### src/verilog/rsc_pkg.sv
package rsc_pkg;

  // Register byte addresses
  localparam logic [3:0] RSC_ADDR_DEVICE_IDENTIFIER = 4'h0;
  localparam logic [3:0] RSC_ADDR_SILICON_REVISION  = 4'h4;
  localparam logic [3:0] RSC_ADDR_BROWNOUT_CONTROL  = 4'h8;
  localparam logic [3:0] RSC_ADDR_RESET_STATUS      = 4'hc;

  // Brown-out control field positions and reset values
  localparam int         RSC_BIT_SW_ENABLE  = 7;
  localparam int         RSC_BIT_FAST_START = 6;
  localparam int         RSC_BIT_READY      = 0;
  localparam logic       RSC_RST_SW_ENABLE  = 1'b1;
  localparam logic       RSC_RST_FAST_START = 1'b0;

  // Identification words: arbitrary neutral values
  localparam logic [13:0] RSC_DEVICE_ID_DEFAULT   = 14'h0a5a;
  localparam logic [13:0] RSC_REVISION_ID_DEFAULT = 14'h0001;

  // Timing
  localparam int RSC_CLK_HZ              = 40_000_000;
  localparam int RSC_POWER_UP_TIMER_MS             = 64;
  localparam int RSC_POWER_UP_TIMER_CYCLES         = RSC_CLK_HZ / 1000 * RSC_POWER_UP_TIMER_MS;
  localparam int RSC_BOR_FILTER_NS       = 1000;
  localparam int RSC_BOR_FILTER_CYCLES   = (RSC_BOR_FILTER_NS * 40 + 999) / 1000;
  localparam int RSC_PIN_FILTER_NS       = 200;
  localparam int RSC_PIN_FILTER_CYCLES   = (RSC_PIN_FILTER_NS * 40 + 999) / 1000;
  localparam int RSC_EXEC_DELAY_CYCLES   = 10;

  typedef enum logic [1:0] {
    RSC_BOR_OFF  = 2'b00,
    RSC_BOR_SW   = 2'b01,
    RSC_BOR_NSLP = 2'b10,
    RSC_BOR_ON   = 2'b11
  } rsc_bor_mode_e;

  typedef enum logic [1:0] {
    RSC_ST_HOLD,
    RSC_ST_POWER_UP_TIMER,
    RSC_ST_EXEC_WAIT,
    RSC_ST_RUN
  } rsc_seq_e;

  // Configuration word fields
  typedef struct packed {
    rsc_bor_mode_e brownout_mode_select;
    logic          brownout_level_select;
    logic          power_up_timer_enable_n;
    logic          low_power_brownout_n;
    logic          ext_reset_pin_enable;
    logic          low_voltage_program_enable;
  } rsc_cfg_s;

  // Other reset sources from neighbouring logic
  typedef struct packed {
    logic watchdog;
    logic reset_instr;
    logic stack_overflow;
    logic stack_underflow;
    logic program_exit;
  } rsc_src_s;

endpackage

### src/verilog/rsc_reset_source_controller.sv
// Notes on behaviour
// - Nine reset sources recognised and combined.
// - Hold reset until supply reaches minimum.
// - Enabled power-up timer adds 64 ms.
// - Timer enabled by low bit, starts after release.
// - Four brown-out modes from 2-bit select.
// - Brown-out trips only after filtered dip.
// - Level select picks low or high trip.
// - Mode 11 waits ready; active in sleep.
// - Mode 10 waits ready; off in sleep.
// - Mode 01 no wait; follows software enable.
// - Software enable bit 7, reset one.
// - Fast start bit 6 forces band gap in modes 10 and 01.
// - Ready status bit 0 shows detector active.
// - Low-power brown-out ORed into brown-out flag.
// - Low-power detector enabled by config bit.
// - Pin disabled only when both bits zero.
// - Low pin holds device in reset.
// - Short pin pulses filtered out.
// - Device never drives reset pin.
// - Disabled pin is input, software pull-up.
// - Read-only 14-bit identification words.
// - Execution waits timers and pin release.
// - Late pin release starts after 10 cycles.
//
// The placing of the registers and the AXI4-Lite interface to the registers are this design's own decisions.
`timescale 1ns/1ps
`default_nettype none
module rsc_reset_source_controller #(
  parameter int          POWER_UP_TIMER_CYCLES  = rsc_pkg::RSC_POWER_UP_TIMER_CYCLES,
  parameter logic [13:0] DEVICE_ID    = rsc_pkg::RSC_DEVICE_ID_DEFAULT,
  parameter logic [13:0] REVISION_ID  = rsc_pkg::RSC_REVISION_ID_DEFAULT
) (
  input  wire logic             mclk,                  // Device clock
  input  wire logic             reset,                 // Async power-on reset, active high
  input  wire rsc_pkg::rsc_cfg_s cfg,                  // Configuration word fields
  input  wire logic             supply_ok,             // Supply at minimum level (pin domain)
  input  wire logic             bor_below_low,         // Supply under low trip (pin domain)
  input  wire logic             bor_below_high,        // Supply under high trip (pin domain)
  input  wire logic             bor_analog_ready,      // Detector settled (pin domain)
  input  wire logic             low_power_brownout_trip, // Low-power detector trip (pin domain)
  input  wire logic             ext_reset_pin_i,       // External reset pin level
  output logic                  ext_reset_pin_o,       // Pin drive value, always low
  output logic                  ext_reset_pin_oe,      // Pin drive enable, never set
  output logic                  ext_reset_pullup_en,   // Weak pull-up enable
  input  wire logic             sw_pullup_req,         // Software pull-up when pin is plain input
  output logic                  ext_reset_gpio_in,     // Pin as general input
  input  wire logic             sleeping,              // Core in sleep
  input  wire rsc_pkg::rsc_src_s other_src,            // Other reset sources
  input  wire logic             osc_timer_done,        // Oscillator start-up timer expired
  output logic                  bor_detector_en,       // Enable to analog detector
  output logic                  band_gap_force_on,     // Keep band gap running
  output logic                  wake_hold,             // Delay wake-up for detector
  output logic                  brownout_flag,         // Combined brown-out event pulse
  output logic                  core_reset,            // Core reset, active high
  input  wire logic [31:0]      s_axi_awaddr,          // AXI write address
  input  wire logic             s_axi_awvalid,         // AXI write address valid
  output logic                  s_axi_awready,         // AXI write address ready
  input  wire logic [31:0]      s_axi_wdata,           // AXI write data
  input  wire logic [3:0]       s_axi_wstrb,           // AXI write strobes
  input  wire logic             s_axi_wvalid,          // AXI write data valid
  output logic                  s_axi_wready,          // AXI write data ready
  output logic [1:0]            s_axi_bresp,           // AXI write response
  output logic                  s_axi_bvalid,          // AXI write response valid
  input  wire logic             s_axi_bready,          // AXI write response ready
  input  wire logic [31:0]      s_axi_araddr,          // AXI read address
  input  wire logic             s_axi_arvalid,         // AXI read address valid
  output logic                  s_axi_arready,         // AXI read address ready
  output logic [31:0]           s_axi_rdata,           // AXI read data
  output logic [1:0]            s_axi_rresp,           // AXI read response
  output logic                  s_axi_rvalid,          // AXI read data valid
  input  wire logic             s_axi_rready           // AXI read data ready
);
  import rsc_pkg::*;

  localparam int NSYNC = 6;

  typedef struct packed {
    logic [NSYNC-1:0] sync1;
    logic [NSYNC-1:0] sync2;
    logic [15:0]      bor_cnt;
    logic             bor_trip;
    logic [15:0]      pin_cnt;
    logic             pin_low;
    logic [31:0]      power_up_timer_cnt;
    logic [3:0]       exec_cnt;
    rsc_seq_e         seq;
    logic             sw_enable;
    logic             fast_start;
    logic             brown_prev;
    logic             brownout_flag;
    logic             core_reset;
    logic             aw_hold;
    logic [3:0]       aw_addr;
    logic             w_hold;
    logic [31:0]      w_data;
    logic [3:0]       w_strb;
    logic             bvalid;
    logic [1:0]       bresp;
    logic             rvalid;
    logic [31:0]      rdata;
    logic [1:0]       rresp;
  } rsc_state_s;

  rsc_state_s s_q;
  rsc_state_s s_d;

  function automatic logic addr_mapped(input logic [3:0] a);
    addr_mapped = (a == RSC_ADDR_DEVICE_IDENTIFIER) || (a == RSC_ADDR_SILICON_REVISION) ||
                  (a == RSC_ADDR_BROWNOUT_CONTROL) || (a == RSC_ADDR_RESET_STATUS);
  endfunction

  logic       supply_ok_s;
  logic       below_low_s;
  logic       below_high_s;
  logic       ready_s;
  logic       lp_trip_s;
  logic       pin_s;
  logic       pin_enabled;
  logic       below_sel;
  logic       det_active;
  logic       start_hold;
  logic       brown_req;
  logic       other_req;
  logic       power_up_timer_en;
  logic [7:0] brownout_control_rd;

  always_comb
  begin
    supply_ok_s  = s_q.sync2[0];
    below_low_s  = s_q.sync2[1];
    below_high_s = s_q.sync2[2];
    ready_s      = s_q.sync2[3];
    lp_trip_s    = s_q.sync2[4];
    pin_s        = s_q.sync2[5];
    pin_enabled  = cfg.ext_reset_pin_enable | cfg.low_voltage_program_enable;
    below_sel    = cfg.brownout_level_select ? below_low_s : below_high_s;
    power_up_timer_en      = ~cfg.power_up_timer_enable_n;
    other_req    = |other_src;
    case (cfg.brownout_mode_select)
      RSC_BOR_ON:   bor_detector_en = 1'b1;
      RSC_BOR_NSLP: bor_detector_en = ~sleeping;
      RSC_BOR_SW:   bor_detector_en = s_q.sw_enable;
      default:      bor_detector_en = 1'b0;
    endcase
    det_active   = bor_detector_en & ready_s;
    // Start-up hold only in the always-on and awake-only modes
    start_hold   = cfg.brownout_mode_select[1] & (~ready_s | below_sel);
    band_gap_force_on = (cfg.brownout_mode_select == RSC_BOR_NSLP ||
                         cfg.brownout_mode_select == RSC_BOR_SW) & s_q.fast_start;
    wake_hold    = (cfg.brownout_mode_select == RSC_BOR_NSLP) & ~ready_s;
    brown_req    = s_q.bor_trip | (lp_trip_s & ~cfg.low_power_brownout_n);
    brownout_control_rd    = 8'h00;
    brownout_control_rd[RSC_BIT_SW_ENABLE]  = s_q.sw_enable;
    brownout_control_rd[RSC_BIT_FAST_START] = s_q.fast_start;
    brownout_control_rd[RSC_BIT_READY]      = det_active;
  end

  always_comb
  begin
    s_d = s_q;
    s_d.sync1 = {ext_reset_pin_i, low_power_brownout_trip, bor_analog_ready,
                 bor_below_high, bor_below_low, supply_ok};
    s_d.sync2 = s_q.sync1;

    // Brown-out dip filter
    if (det_active && below_sel)
    begin
      if (s_q.bor_cnt < 16'(RSC_BOR_FILTER_CYCLES))
        s_d.bor_cnt = s_q.bor_cnt + 16'h0001;
      else
        s_d.bor_trip = 1'b1;
    end
    else
    begin
      s_d.bor_cnt  = 16'h0000;
      s_d.bor_trip = 1'b0;
    end

    // Pin noise filter: pin_low follows only a level stable past the window
    if ((~pin_s) != s_q.pin_low)
    begin
      if (s_q.pin_cnt < 16'(RSC_PIN_FILTER_CYCLES))
        s_d.pin_cnt = s_q.pin_cnt + 16'h0001;
      else
      begin
        s_d.pin_low = ~pin_s;
        s_d.pin_cnt = 16'h0000;
      end
    end
    else
      s_d.pin_cnt = 16'h0000;

    s_d.brown_prev    = brown_req;
    s_d.brownout_flag = brown_req & ~s_q.brown_prev;

    // Start-up sequence; pin hold runs independently of the timers
    case (s_q.seq)
      RSC_ST_HOLD:
      begin
        s_d.power_up_timer_cnt = 32'h0;
        if (supply_ok_s && !brown_req && !start_hold)
          s_d.seq = power_up_timer_en ? RSC_ST_POWER_UP_TIMER : RSC_ST_EXEC_WAIT;
      end
      RSC_ST_POWER_UP_TIMER:
      begin
        if (s_q.power_up_timer_cnt >= 32'(POWER_UP_TIMER_CYCLES - 1))
          s_d.seq = RSC_ST_EXEC_WAIT;
        else
          s_d.power_up_timer_cnt = s_q.power_up_timer_cnt + 32'h1;
      end
      RSC_ST_EXEC_WAIT:
      begin
        if (!osc_timer_done || (pin_enabled && s_q.pin_low))
          s_d.exec_cnt = 4'h0;
        else if (s_q.exec_cnt >= 4'(RSC_EXEC_DELAY_CYCLES - 1))
          s_d.seq = RSC_ST_RUN;
        else
          s_d.exec_cnt = s_q.exec_cnt + 4'h1;
      end
      RSC_ST_RUN:
      begin
        s_d.exec_cnt = 4'h0;
        if (pin_enabled && s_q.pin_low)
          s_d.seq = RSC_ST_EXEC_WAIT;
      end
      default: s_d.seq = RSC_ST_HOLD;
    endcase
    if (!supply_ok_s || brown_req || other_req)
      s_d.seq = RSC_ST_HOLD;
    s_d.core_reset = (s_d.seq != RSC_ST_RUN);

    // AXI4-Lite write
    if (s_axi_awvalid && !s_q.aw_hold)
    begin
      s_d.aw_hold = 1'b1;
      s_d.aw_addr = s_axi_awaddr[3:0];
    end
    if (s_axi_wvalid && !s_q.w_hold)
    begin
      s_d.w_hold = 1'b1;
      s_d.w_data = s_axi_wdata;
      s_d.w_strb = s_axi_wstrb;
    end
    if (s_q.aw_hold && s_q.w_hold && !s_q.bvalid)
    begin
      s_d.aw_hold = 1'b0;
      s_d.w_hold  = 1'b0;
      s_d.bvalid  = 1'b1;
      s_d.bresp   = addr_mapped(s_q.aw_addr) ? 2'b00 : 2'b10;
      // Identification words ignore writes
      if (s_q.aw_addr == RSC_ADDR_BROWNOUT_CONTROL && s_q.w_strb[0])
      begin
        s_d.sw_enable  = s_q.w_data[RSC_BIT_SW_ENABLE];
        s_d.fast_start = s_q.w_data[RSC_BIT_FAST_START];
      end
    end
    if (s_q.bvalid && s_axi_bready)
      s_d.bvalid = 1'b0;

    // AXI4-Lite read
    if (s_axi_arvalid && !s_q.rvalid)
    begin
      s_d.rvalid = 1'b1;
      s_d.rresp  = addr_mapped(s_axi_araddr[3:0]) ? 2'b00 : 2'b10;
      case (s_axi_araddr[3:0])
        RSC_ADDR_DEVICE_IDENTIFIER: s_d.rdata = {18'h0, DEVICE_ID};
        RSC_ADDR_SILICON_REVISION:  s_d.rdata = {18'h0, REVISION_ID};
        RSC_ADDR_BROWNOUT_CONTROL:  s_d.rdata = {24'h0, brownout_control_rd};
        RSC_ADDR_RESET_STATUS:      s_d.rdata = {28'h0, pin_enabled, s_q.pin_low,
                                                 s_q.bor_trip, s_q.core_reset};
        default:                    s_d.rdata = 32'h0;
      endcase
    end
    else if (s_q.rvalid && s_axi_rready)
      s_d.rvalid = 1'b0;
  end

  always_ff @(posedge mclk or posedge reset)
  begin
    if (reset)
    begin
      s_q            <= '0;
      s_q.sync1      <= 6'h20;
      s_q.sync2      <= 6'h20;
      s_q.seq        <= RSC_ST_HOLD;
      s_q.sw_enable  <= RSC_RST_SW_ENABLE;
      s_q.fast_start <= RSC_RST_FAST_START;
      s_q.core_reset <= 1'b1;
    end
    else
      s_q <= s_d;
  end

  always_comb
  begin
    ext_reset_pin_o     = 1'b0;
    ext_reset_pin_oe    = 1'b0;
    ext_reset_pullup_en = pin_enabled | sw_pullup_req;
    ext_reset_gpio_in   = pin_s;
    brownout_flag       = s_q.brownout_flag;
    core_reset          = s_q.core_reset;
    s_axi_awready       = ~s_q.aw_hold;
    s_axi_wready        = ~s_q.w_hold;
    s_axi_bvalid        = s_q.bvalid;
    s_axi_bresp         = s_q.bresp;
    s_axi_arready       = ~s_q.rvalid;
    s_axi_rvalid        = s_q.rvalid;
    s_axi_rdata         = s_q.rdata;
    s_axi_rresp         = s_q.rresp;
  end

  property p_pin_never_driven;
    @(posedge mclk) disable iff (reset) !ext_reset_pin_oe;
  endproperty
  a_pin_never_driven: assert property (p_pin_never_driven) else $error("reset pin driven");

  property p_other_src_resets;
    @(posedge mclk) disable iff (reset) other_req |=> core_reset;
  endproperty
  a_other_src_resets: assert property (p_other_src_resets) else $error("source missed");

  property p_supply_low;
    @(posedge mclk) disable iff (reset) !supply_ok_s |=> core_reset;
  endproperty
  a_supply_low: assert property (p_supply_low) else $error("supply low not held");

  property p_pin_holds;
    @(posedge mclk) disable iff (reset) (pin_enabled && s_q.pin_low) |=> core_reset;
  endproperty
  a_pin_holds: assert property (p_pin_holds) else $error("pin low not held");

  property p_pin_disable;
    @(posedge mclk) disable iff (reset)
      pin_enabled == (cfg.ext_reset_pin_enable || cfg.low_voltage_program_enable);
  endproperty
  a_pin_disable: assert property (p_pin_disable) else $error("pin enable wrong");

  property p_exec_delay;
    @(posedge mclk) disable iff (reset)
      $fell(core_reset) |-> $past(s_q.seq) == RSC_ST_EXEC_WAIT && $past(s_q.exec_cnt) == 4'h9;
  endproperty
  a_exec_delay: assert property (p_exec_delay) else $error("release not after 10 cycles");

  property p_bor_filter;
    @(posedge mclk) disable iff (reset) $rose(s_q.bor_trip) |-> $past(det_active && below_sel, 2);
  endproperty
  a_bor_filter: assert property (p_bor_filter) else $error("unfiltered trip");

  property p_flag_or;
    @(posedge mclk) disable iff (reset) $rose(brown_req) |=> brownout_flag;
  endproperty
  a_flag_or: assert property (p_flag_or) else $error("flag missed");

  property p_wake_hold;
    @(posedge mclk) disable iff (reset)
      wake_hold |-> cfg.brownout_mode_select == RSC_BOR_NSLP && !ready_s;
  endproperty
  a_wake_hold: assert property (p_wake_hold) else $error("wake hold wrong");

  // A filtered pin low must have been seen low nine cycles before it rose
  property p_pin_filter;
    @(posedge mclk) disable iff (reset) $rose(s_q.pin_low) |-> $past(!pin_s, 9);
  endproperty
  a_pin_filter: assert property (p_pin_filter) else $error("pin pulse not filtered");

  c_release: cover property (@(posedge mclk) disable iff (reset) $fell(core_reset));
  c_power_up_timer: cover property (@(posedge mclk) disable iff (reset) s_q.seq == RSC_ST_POWER_UP_TIMER);
  c_brown: cover property (@(posedge mclk) disable iff (reset) brownout_flag);
  c_pin_reset: cover property (@(posedge mclk) disable iff (reset) pin_enabled && s_q.pin_low);
endmodule
`default_nettype wire

### config.mk
export PLATFORM = sky130hd
export DESIGN_NAME = rsc_reset_source_controller
export DESIGN_NICKNAME = d
export VERILOG_FILES = /design/src/verilog/rsc_pkg.sv /design/src/verilog/rsc_reset_source_controller.sv
export SDC_FILE = /design/constraint.sdc
export NUM_CORES = 1
export LEC_CHECK = 0
export ABC_AREA = 0
export BUFFER_PORTS_ARGS = -buffer_cell sky130_fd_sc_hd__buf_2
export CAP_MARGIN = 20
export CORE_ASPECT_RATIO = 0.8
export CORE_MARGIN = 2
export CORE_UTILIZATION = 35
export CTS_CLUSTER_SIZE = 16
export DETAILED_ROUTE_END_ITERATION = 16
export PLACE_DENSITY_LB_ADDON = 0.12
export REMOVE_ABC_BUFFERS = 1
export SLEW_MARGIN = 10
export SYNTH_ARGS = -nofsm -noshare
export SYNTH_HDL_FRONTEND = slang
export SYNTH_SLANG_ARGS = --single-unit
### constraint.sdc
create_clock -name mclk -period 8.9 [get_ports mclk]
set_input_delay 1.335 -clock mclk [delete_from_list [all_inputs] [get_ports mclk]]
set_output_delay 1.335 -clock mclk [all_outputs]
set_load 0.005 [all_outputs]
# Yosys cells after proc, flatten, opt, wreduce, memory -nomap -nowiden
# Index checks and enable logic that the tools add are counted.
dict set report totals {
  memories 0
  ff_bits 169
  ramBits 0
  latchBits 0
  word_cells 144
  output_inout_bits 50
  romBits 0
}
dict set report op_classes {
  n_div 0
  mul 0
  eq_ne 18
  n_reduce_logical 44
  n_addsub 4
  order_cmp 4
  bitwise 19
  n_mux 31
  shifts 0
}
# op count
set op_table {}
lappend op_table {{$pmux 32 s2} 1}
lappend op_table {{$mux 16} 3}
lappend op_table {{$pmux 12 s4} 1}
lappend op_table {{$mux 37} 1}
lappend op_table {{$add 16x1->16 const B} 2}
lappend op_table {{$add 32x1->32 const B} 1}
lappend op_table {{$ge 32x22->1 const B} 1}
lappend op_table {{$mux 32} 1}
lappend op_table {{$mux 2} 9}
lappend op_table {{$mux 17} 1}
lappend op_table {{$eq 4x4->1 const B} 4}
lappend op_table {{$lt 16x4->1 const B} 1}
lappend op_table {{$lt 16x6->1 const B} 1}
lappend op_table {{$logic_and 1x1->1} 12}
lappend op_table {{$reduce_bool 2->1} 6}
lappend op_table {{$logic_or 1x1->1} 10}
lappend op_table {{$not 1->1} 9}
lappend op_table {{$eq 2x2->1 const B} 4}
lappend op_table {{$eq 4x3->1 const B} 2}
lappend op_table {{$logic_not 1->1} 8}
lappend op_table {{$logic_not 4->1} 2}
lappend op_table {{$mux 4} 2}
lappend op_table {{$pmux 2 s4} 1}
lappend op_table {{$pmux 4 s2} 1}
lappend op_table {{other kinds (16)} 36}

# Depth between registers and ports, before layout
# Gate-level depths: netlist of run 1.
dict set report depth {
  word_depth 10
  mapped_depth 8
  mapped_depth_nobuf 7
}

# Worst setup path after synthesis of run 1
# OpenSTA, ideal clock, no wires.
dict set report synth_path {
  kind {input port to output port}
  start {in cfg[5] (netlist bit)}
  end {out bor_detector_en}
  setup_slack_ps 5650
  stages 4
  arrival_time_ps 1915
  path_buffers 0
  required_ps 7565
  path_cell_list {inv_1 ha_1 a221oi_1 nor2_1}
}
dict set report synth_between {
  elab_chain_cells 2
  word_cells_on_any_way 4
  classes_between {3 x eq/ne; 1 x mux}
}
# item line_no
set synth_rtl {}
lappend synth_rtl {{from (decl)} rsc_reset_source_controller.sv:36} ;# input wire rsc_pkg::rsc_cfg_s cfg,
lappend synth_rtl {{$eq 2x1->1 / $eq 2x2->1 (equally long branches)} rsc_reset_source_controller.sv:140} ;# case (cfg.brownout_mode_select)
lappend synth_rtl {{$pmux 1 s3 *} rsc_reset_source_controller.sv:140}
lappend synth_rtl {{to (decl)} rsc_reset_source_controller.sv:51} ;# output logic bor_detector_en,
# Every way passes the cells marked *; elsewhere a longest branch is shown, timed or not.

# Final worst setup path of run 1
# Same ends and word-level chain as after synthesis.

==> metrics.cfg, run 1 <==
[finish]
synthToLayoutAreaGrowth_pct=13.6
antenna_cells=0
final_cells=703
drive_above_1_share=0.205
nNetsFinal=656

[min_path]
min_path_type=flip-flop to flip-flop
whs_path_depth=0

[route]
final_antenna_net_count=0
routed_via_density=4.72
wirelength_met1_um=4920
wl_um=9630
wire_per_inst_um=13.7
dr.pass1.iters=4
wl_met2_um=4290
vias=3320
top_layer=met4
wl_met3_um=313
first_iter_violations=177
drc=0

[timing]
rsz0062_at_grt=false
max_freq_mhz=283
report.final.slew_viol_count=0
tns_ps=0
setup_viol=0
finalCriticalPeriod_ps=3540
maxSlewHeadroom=0.533
worstMarginPinSlew_ps=695
period_share=0.397
hold_viol=0
skew_ps=9.23

[status]
outcome=finished, final reports clean

[pwr]
power.density_mw_per_mm2=188
total_power_mw=1.06
vdd_ir_drop_max_v=0.0000945
p_leak_nw=2.57

[setup_path]
crit_type=input port to primary output
critPathCaptureType=primary output
rr_worst_depth=5
cp_max_fo=4
worstPathRequired_ps=7570
startpoint_type=input port
cp_data_arrival_time_ps=2200

[die]
die_area_mm2=0.0151
ioPinCount=178
num_rows=38
die_w_um=137
die_h_um=110
core-area_mm2=0.0137
start_util=0.361

[clocking]
cts_resized=0
clk_latency_ps=350
postCtsSetupRepairBufs=0
clkTransAtPathRegs_ps=80
cts_buffers=9
clockRootBuffer=clkbuf_16
clock_sinks=109
cts_hold_buf=0
cts_buffer_depth=2
cts.htree.levels=3
cts_tree=yes

[placement]
routabilityCongestion=0.755
place_inst=686
port_buffers=61
dp_hpwl_um=6820

[yosys]
async_flop_share=1.00
postSynthCellCount=458
yosysTopAreaCell=dfrtp_1
synthesis.area_mm2=0.00495
synth.top_cell.area_share=0.531
avgSynthCellArea_um2=10.8
ys_seq_area_frac=0.552
synth_seq_cells=109
synth.distinct_cells=53
ys_warn_count=0
synthTopCellsByArea=dfrtp_1 (53%), buf_4 (5.8%), and2_1 (2.7%), o21ai_0 (2.6%), ha_1 (2.5%)
synth_edf_count=0
ys.flop_type=dfrtp_1

[grt]
gr-total-overflow=0
grt_pass1_vias=3229
grt_max_degree=79
grt_usage=0.140
antenna_found_initial=0
grt_pass1_wl_um=16200

[flow_run]
max_cap_violations=0

-- synthesized netlist by cell type (3+ instances only) --
| cell | number |
|---|---|
| o31ai_1 | 5 |
| a31oi_1 | 3 |
| nand2_1 | 22 |
| nor2b_1 | 3 |
| nand3_1 | 15 |
| nor3_1 | 5 |
| or3_1 | 15 |
| clkbuf_1 | 12 |
| inv_1 | 22 |
| dfrtp_1 | 105 |
| xor2_1 | 3 |
| nor2_1 | 25 |
| and3_1 | 5 |
| mux2_2 | 10 |
| buf_2 | 4 |
| nand3b_1 | 3 |
| buf_4 | 38 |
| o21ai_0 | 26 |
| a22o_1 | 3 |
| nor4_1 | 5 |
| or4_1 | 6 |
| xnor2_1 | 5 |
| and4_1 | 6 |
| nand4_1 | 14 |
| ha_1 | 10 |
| and2_1 | 21 |
| o41ai_1 | 3 |
| a21oi_1 | 24 |
| nand2b_1 | 4 |
| dfstp_2 | 4 |
| o21a_1 | 4 |
-- metal layers --
layer / up-vias / GRT usage
li1: 1651 / -
met1: 1606 / 0.198
met2: 51 / 0.215
met3: 12 / 0.0343
met4: 0 / 0.0420
met5: - / 0
-- worst max-delay path, stage by stage --
cell      delay, ps
buf_2           110
inv_1            60
ha_1            200
a221oi_1        250
nor2_1          110
buf_2           140
-- cell families after synthesis --
group                    Yosys count  synth area share
AND/OR/NAND/NOR                  160             0.189
AO/OA/AOI/OAI                     83             0.106
flip-flops                       109             0.552
adder cells (fa/ha/maj)           10            0.0253
other                              1          0.000758
multiplexers                      11            0.0248
XOR/XNOR                           8            0.0142
buffers and inverters             76            0.0875
-- worst paths after layout --
path	startpoint	end	slack, ps
worst max-delay path	cfg[5]	bor_detector_en	5360
worst min-delay path	s_d[157]	s_q[157]	350
worst max register to register	s_q[120]	s_q[110]	6520
worst min register to register	s_d[157]	s_q[157]	350
max in group asynchronous	reset	core_reset	6810
min in group asynchronous	reset	s_q[129]	970
-- layout make-up --
class	instances	area, um^2
Tap cell	180	225
Clock buffer	9	225
Timing Repair Buffer	65	348
Clock inverter	7	77.6
Inverter	22	85.1
Sequential cell	109	2730
Fill cell	1316	8080
Multi-Input combinational cell	311	1920
-- placed cells by master (no fill, tap or decap), drive strengths merged, types with 15 or more instances in the layout --
master | netlist | final
nand3 | 16 | 16
o21ai | 27 | 27
conb | 1 | 39
inv | 22 | 25
nor2 | 26 | 26
or3 | 15 | 15
a21oi | 24 | 24
nand2 | 22 | 22
dfrtp | 105 | 105
and2 | 21 | 21
buf | 42 | 65
-- power by group --
group	switching, mW	internal, mW
Sequential	0.0213	0.535
Clock	0.198	0.200
Combinational	0.0536	0.0503
-- registers in the layout (all words and copies together) (netlist names), 2 cells and up --
| register | flops |
|---|---|
| brownout_control_rd | 2 |
| s_axi_rdata | 7 |
| s_d | 6 |
| s_q | 83 |
-- through the flow --
stage	utilization	setup WS, ps	hold WS, ps	area, um^2
floorplan	-	4700	331	4740
global placement	0.387	5360	335	5290
detailed placement	0.387	5340	336	5290
CTS	0.409	5350	349	5600
global route	0.410	5300	362	5620
finish	0.410	5360	348	5620
(Power assumes the default switching activity.)
==> run 2, diff against run 1 <==
==> constraint.sdc (replaced) <==
create_clock -name mclk -period 2.9 [get_ports mclk]
set_input_delay 0.435 -clock mclk [delete_from_list [all_inputs] [get_ports mclk]]
set_output_delay 0.435 -clock mclk [all_outputs]
set_load 0.005 [all_outputs]
==> run 2 against run 1 <==
  * Sequential power grew to 3.1 times the previous value
  * Combinational power grew to 3.0 times the previous value
  * Total power grew to 3.1 times the previous value
  * Cell count did not move
  * Critical path depth grew 1
  * Sequential share of layout area shrank 0.054 points
  * Final area grew 0.11%
  * Core utilization barely moved
  * Hold slack got worse by 310 ps
  * Critical endpoint is now s_q[97]
  * Largest cell class unchanged
  * Highest routed layer unchanged
==> metrics.cfg, run 2 (synthesis gave the netlist of run 1 again) <==
[timing]
hold_viol=0
skew_ps=7.58
finalCriticalPeriod_ps=2300
setup_viol=0
maxSlewHeadroom=0.525
tns_ps=0
setup_ws_ps=603
report.final.slew_viol_count=0
rsz0062_at_grt=false
max_freq_mhz=435
worstMarginPinSlew_ps=707
period_share=0.792

[placement]
routabilityCongestion=0.779
port_buffers=61
place_inst=687
placed_area_mm2=0.00531
post-place-ws_ps=626
dp_hpwl_um=6920

[setup_path]
critPathCaptureType=flip-flop
cp_max_fo=20
startpoint_type=flip-flop
cp_data_arrival_time_ps=2570
worstPathRequired_ps=3170
crit_type=flip-flop to flip-flop

[grt]
grt_max_degree=88
gr-total-overflow=0
grt_pass1_wl_um=16300
grt_usage=0.140
antenna_found_initial=0
grt_pass1_vias=3219

[route]
wl_um=9790
drc=0
routed_via_density=4.78
first_iter_violations=194
final_antenna_net_count=0
wire_per_inst_um=13.9
vias=3357
dr.pass1.iters=4

[finish]
layout_common_cells=dfrtp_1 (105), buf_2 (61), conb_1 (39), o21ai_0 (26), nor2_1 (25)
final_area_mm2=0.00562
synthToLayoutAreaGrowth_pct=13.7
final_cells=703
antenna_cells=0
largest-register=s_q
fillers=1344
nNetsFinal=656
layout_commonest_cell=dfrtp_1
postLayoutCoreUtil=0.411
largest_reg_flops=83
drive_above_1_share=0.205

[clocking]
cts_buffer_depth=2
postCtsSetupRepairBufs=0
clockRootBuffer=clkbuf_16
cts_hold_buf=0
cts_resized=0
cts_buffers=9
cts.htree.levels=3
clk_latency_ps=350
cts_tree=yes
clock_sinks=109
clkTransAtPathRegs_ps=80

[pwr]
vdd_ir_drop_max_v=0.000322
p_leak_nw=2.57
power.density_mw_per_mm2=580

[die]
die_area_mm2=0.0151
ioPinCount=178
start_util=0.361
num_rows=38
core-area_mm2=0.0137
die_w_um=137
die_h_um=110

[min_path]
min_path_type=input port to async pin

[flow_run]
max_cap_violations=0

[status]
outcome=finished, final reports clean

[run 2: cell types whose count changed in the layout (fill, tap and decap cells not counted)]
cell and delta:
clkinv_2 -1, clkinv_4 -1, inv_6 +1, inv_8 +1
[run 2: metal layers]
metal | GRT usage | routed length [um] | vias up
li1 | - | - | 1671
met1 | 0.202 | 4920 | 1619
met2 | 0.211 | 4440 | 56
met3 | 0.0343 | 319 | 11
met4 | 0.0376 | 105 | 0
met5 | 0 | 0 | -
[run 2: area by class of cell]
| type | count | area [um^2] | share of cell area |
|---|---|---|---|
| clock inverter | 7 | 83.8 | 0.0149 |
| inverter | 22 | 85.1 | 0.0151 |
| multi-input combinational | 311 | 1920 | 0.342 |
| sequential | 109 | 2730 | 0.486 |
| timing repair buffer | 65 | 348 | 0.0619 |
| tap | 180 | 225 | 0.0401 |
| clock buffer | 9 | 225 | 0.0401 |
[run 2: per-stage QoR]
stage	total power [mW]	hold slack, ps
6_report	3.26	41.6
5_1_grt	3.45	32.7
4_1_cts	3.32	28.7
3_5_place_dp	2.06	337
3_3_place_gp	2.05	335
2_1_floorplan	1.92	331
[run 2: power breakdown]
part / switching (mW) / internal (mW) / total [mW]
logic: 0.162 / 0.153 / 0.315
registers: 0.0651 / 1.64 / 1.71
clock network: 0.619 / 0.623 / 1.24
[run 2: final timing paths]
path | from | endpoint | slack (ps) | cells after the start
max | s_q[91] | s_q[97] | 600 | 7
min | reset | s_q[128] | 40 | 2
max reg2reg | s_q[91] | s_q[97] | 600 | 7
min reg2reg | s_d[157] | s_q[157] | 350 | 0
max in group asynchronous | reset | core_reset | 2080 | 3
min in group mclk | ext_reset_pin_i | s_d[162] | 180 | 1
[run 2: worst max-delay path, stage by stage, from the launching register on]
cell      delay [ps]
dfrtp_1          400
ha_1             230
nand3_2          160
or3_1            510
a211oi_2         370
buf_4            280
o21ai_0          120
a21oi_1          140
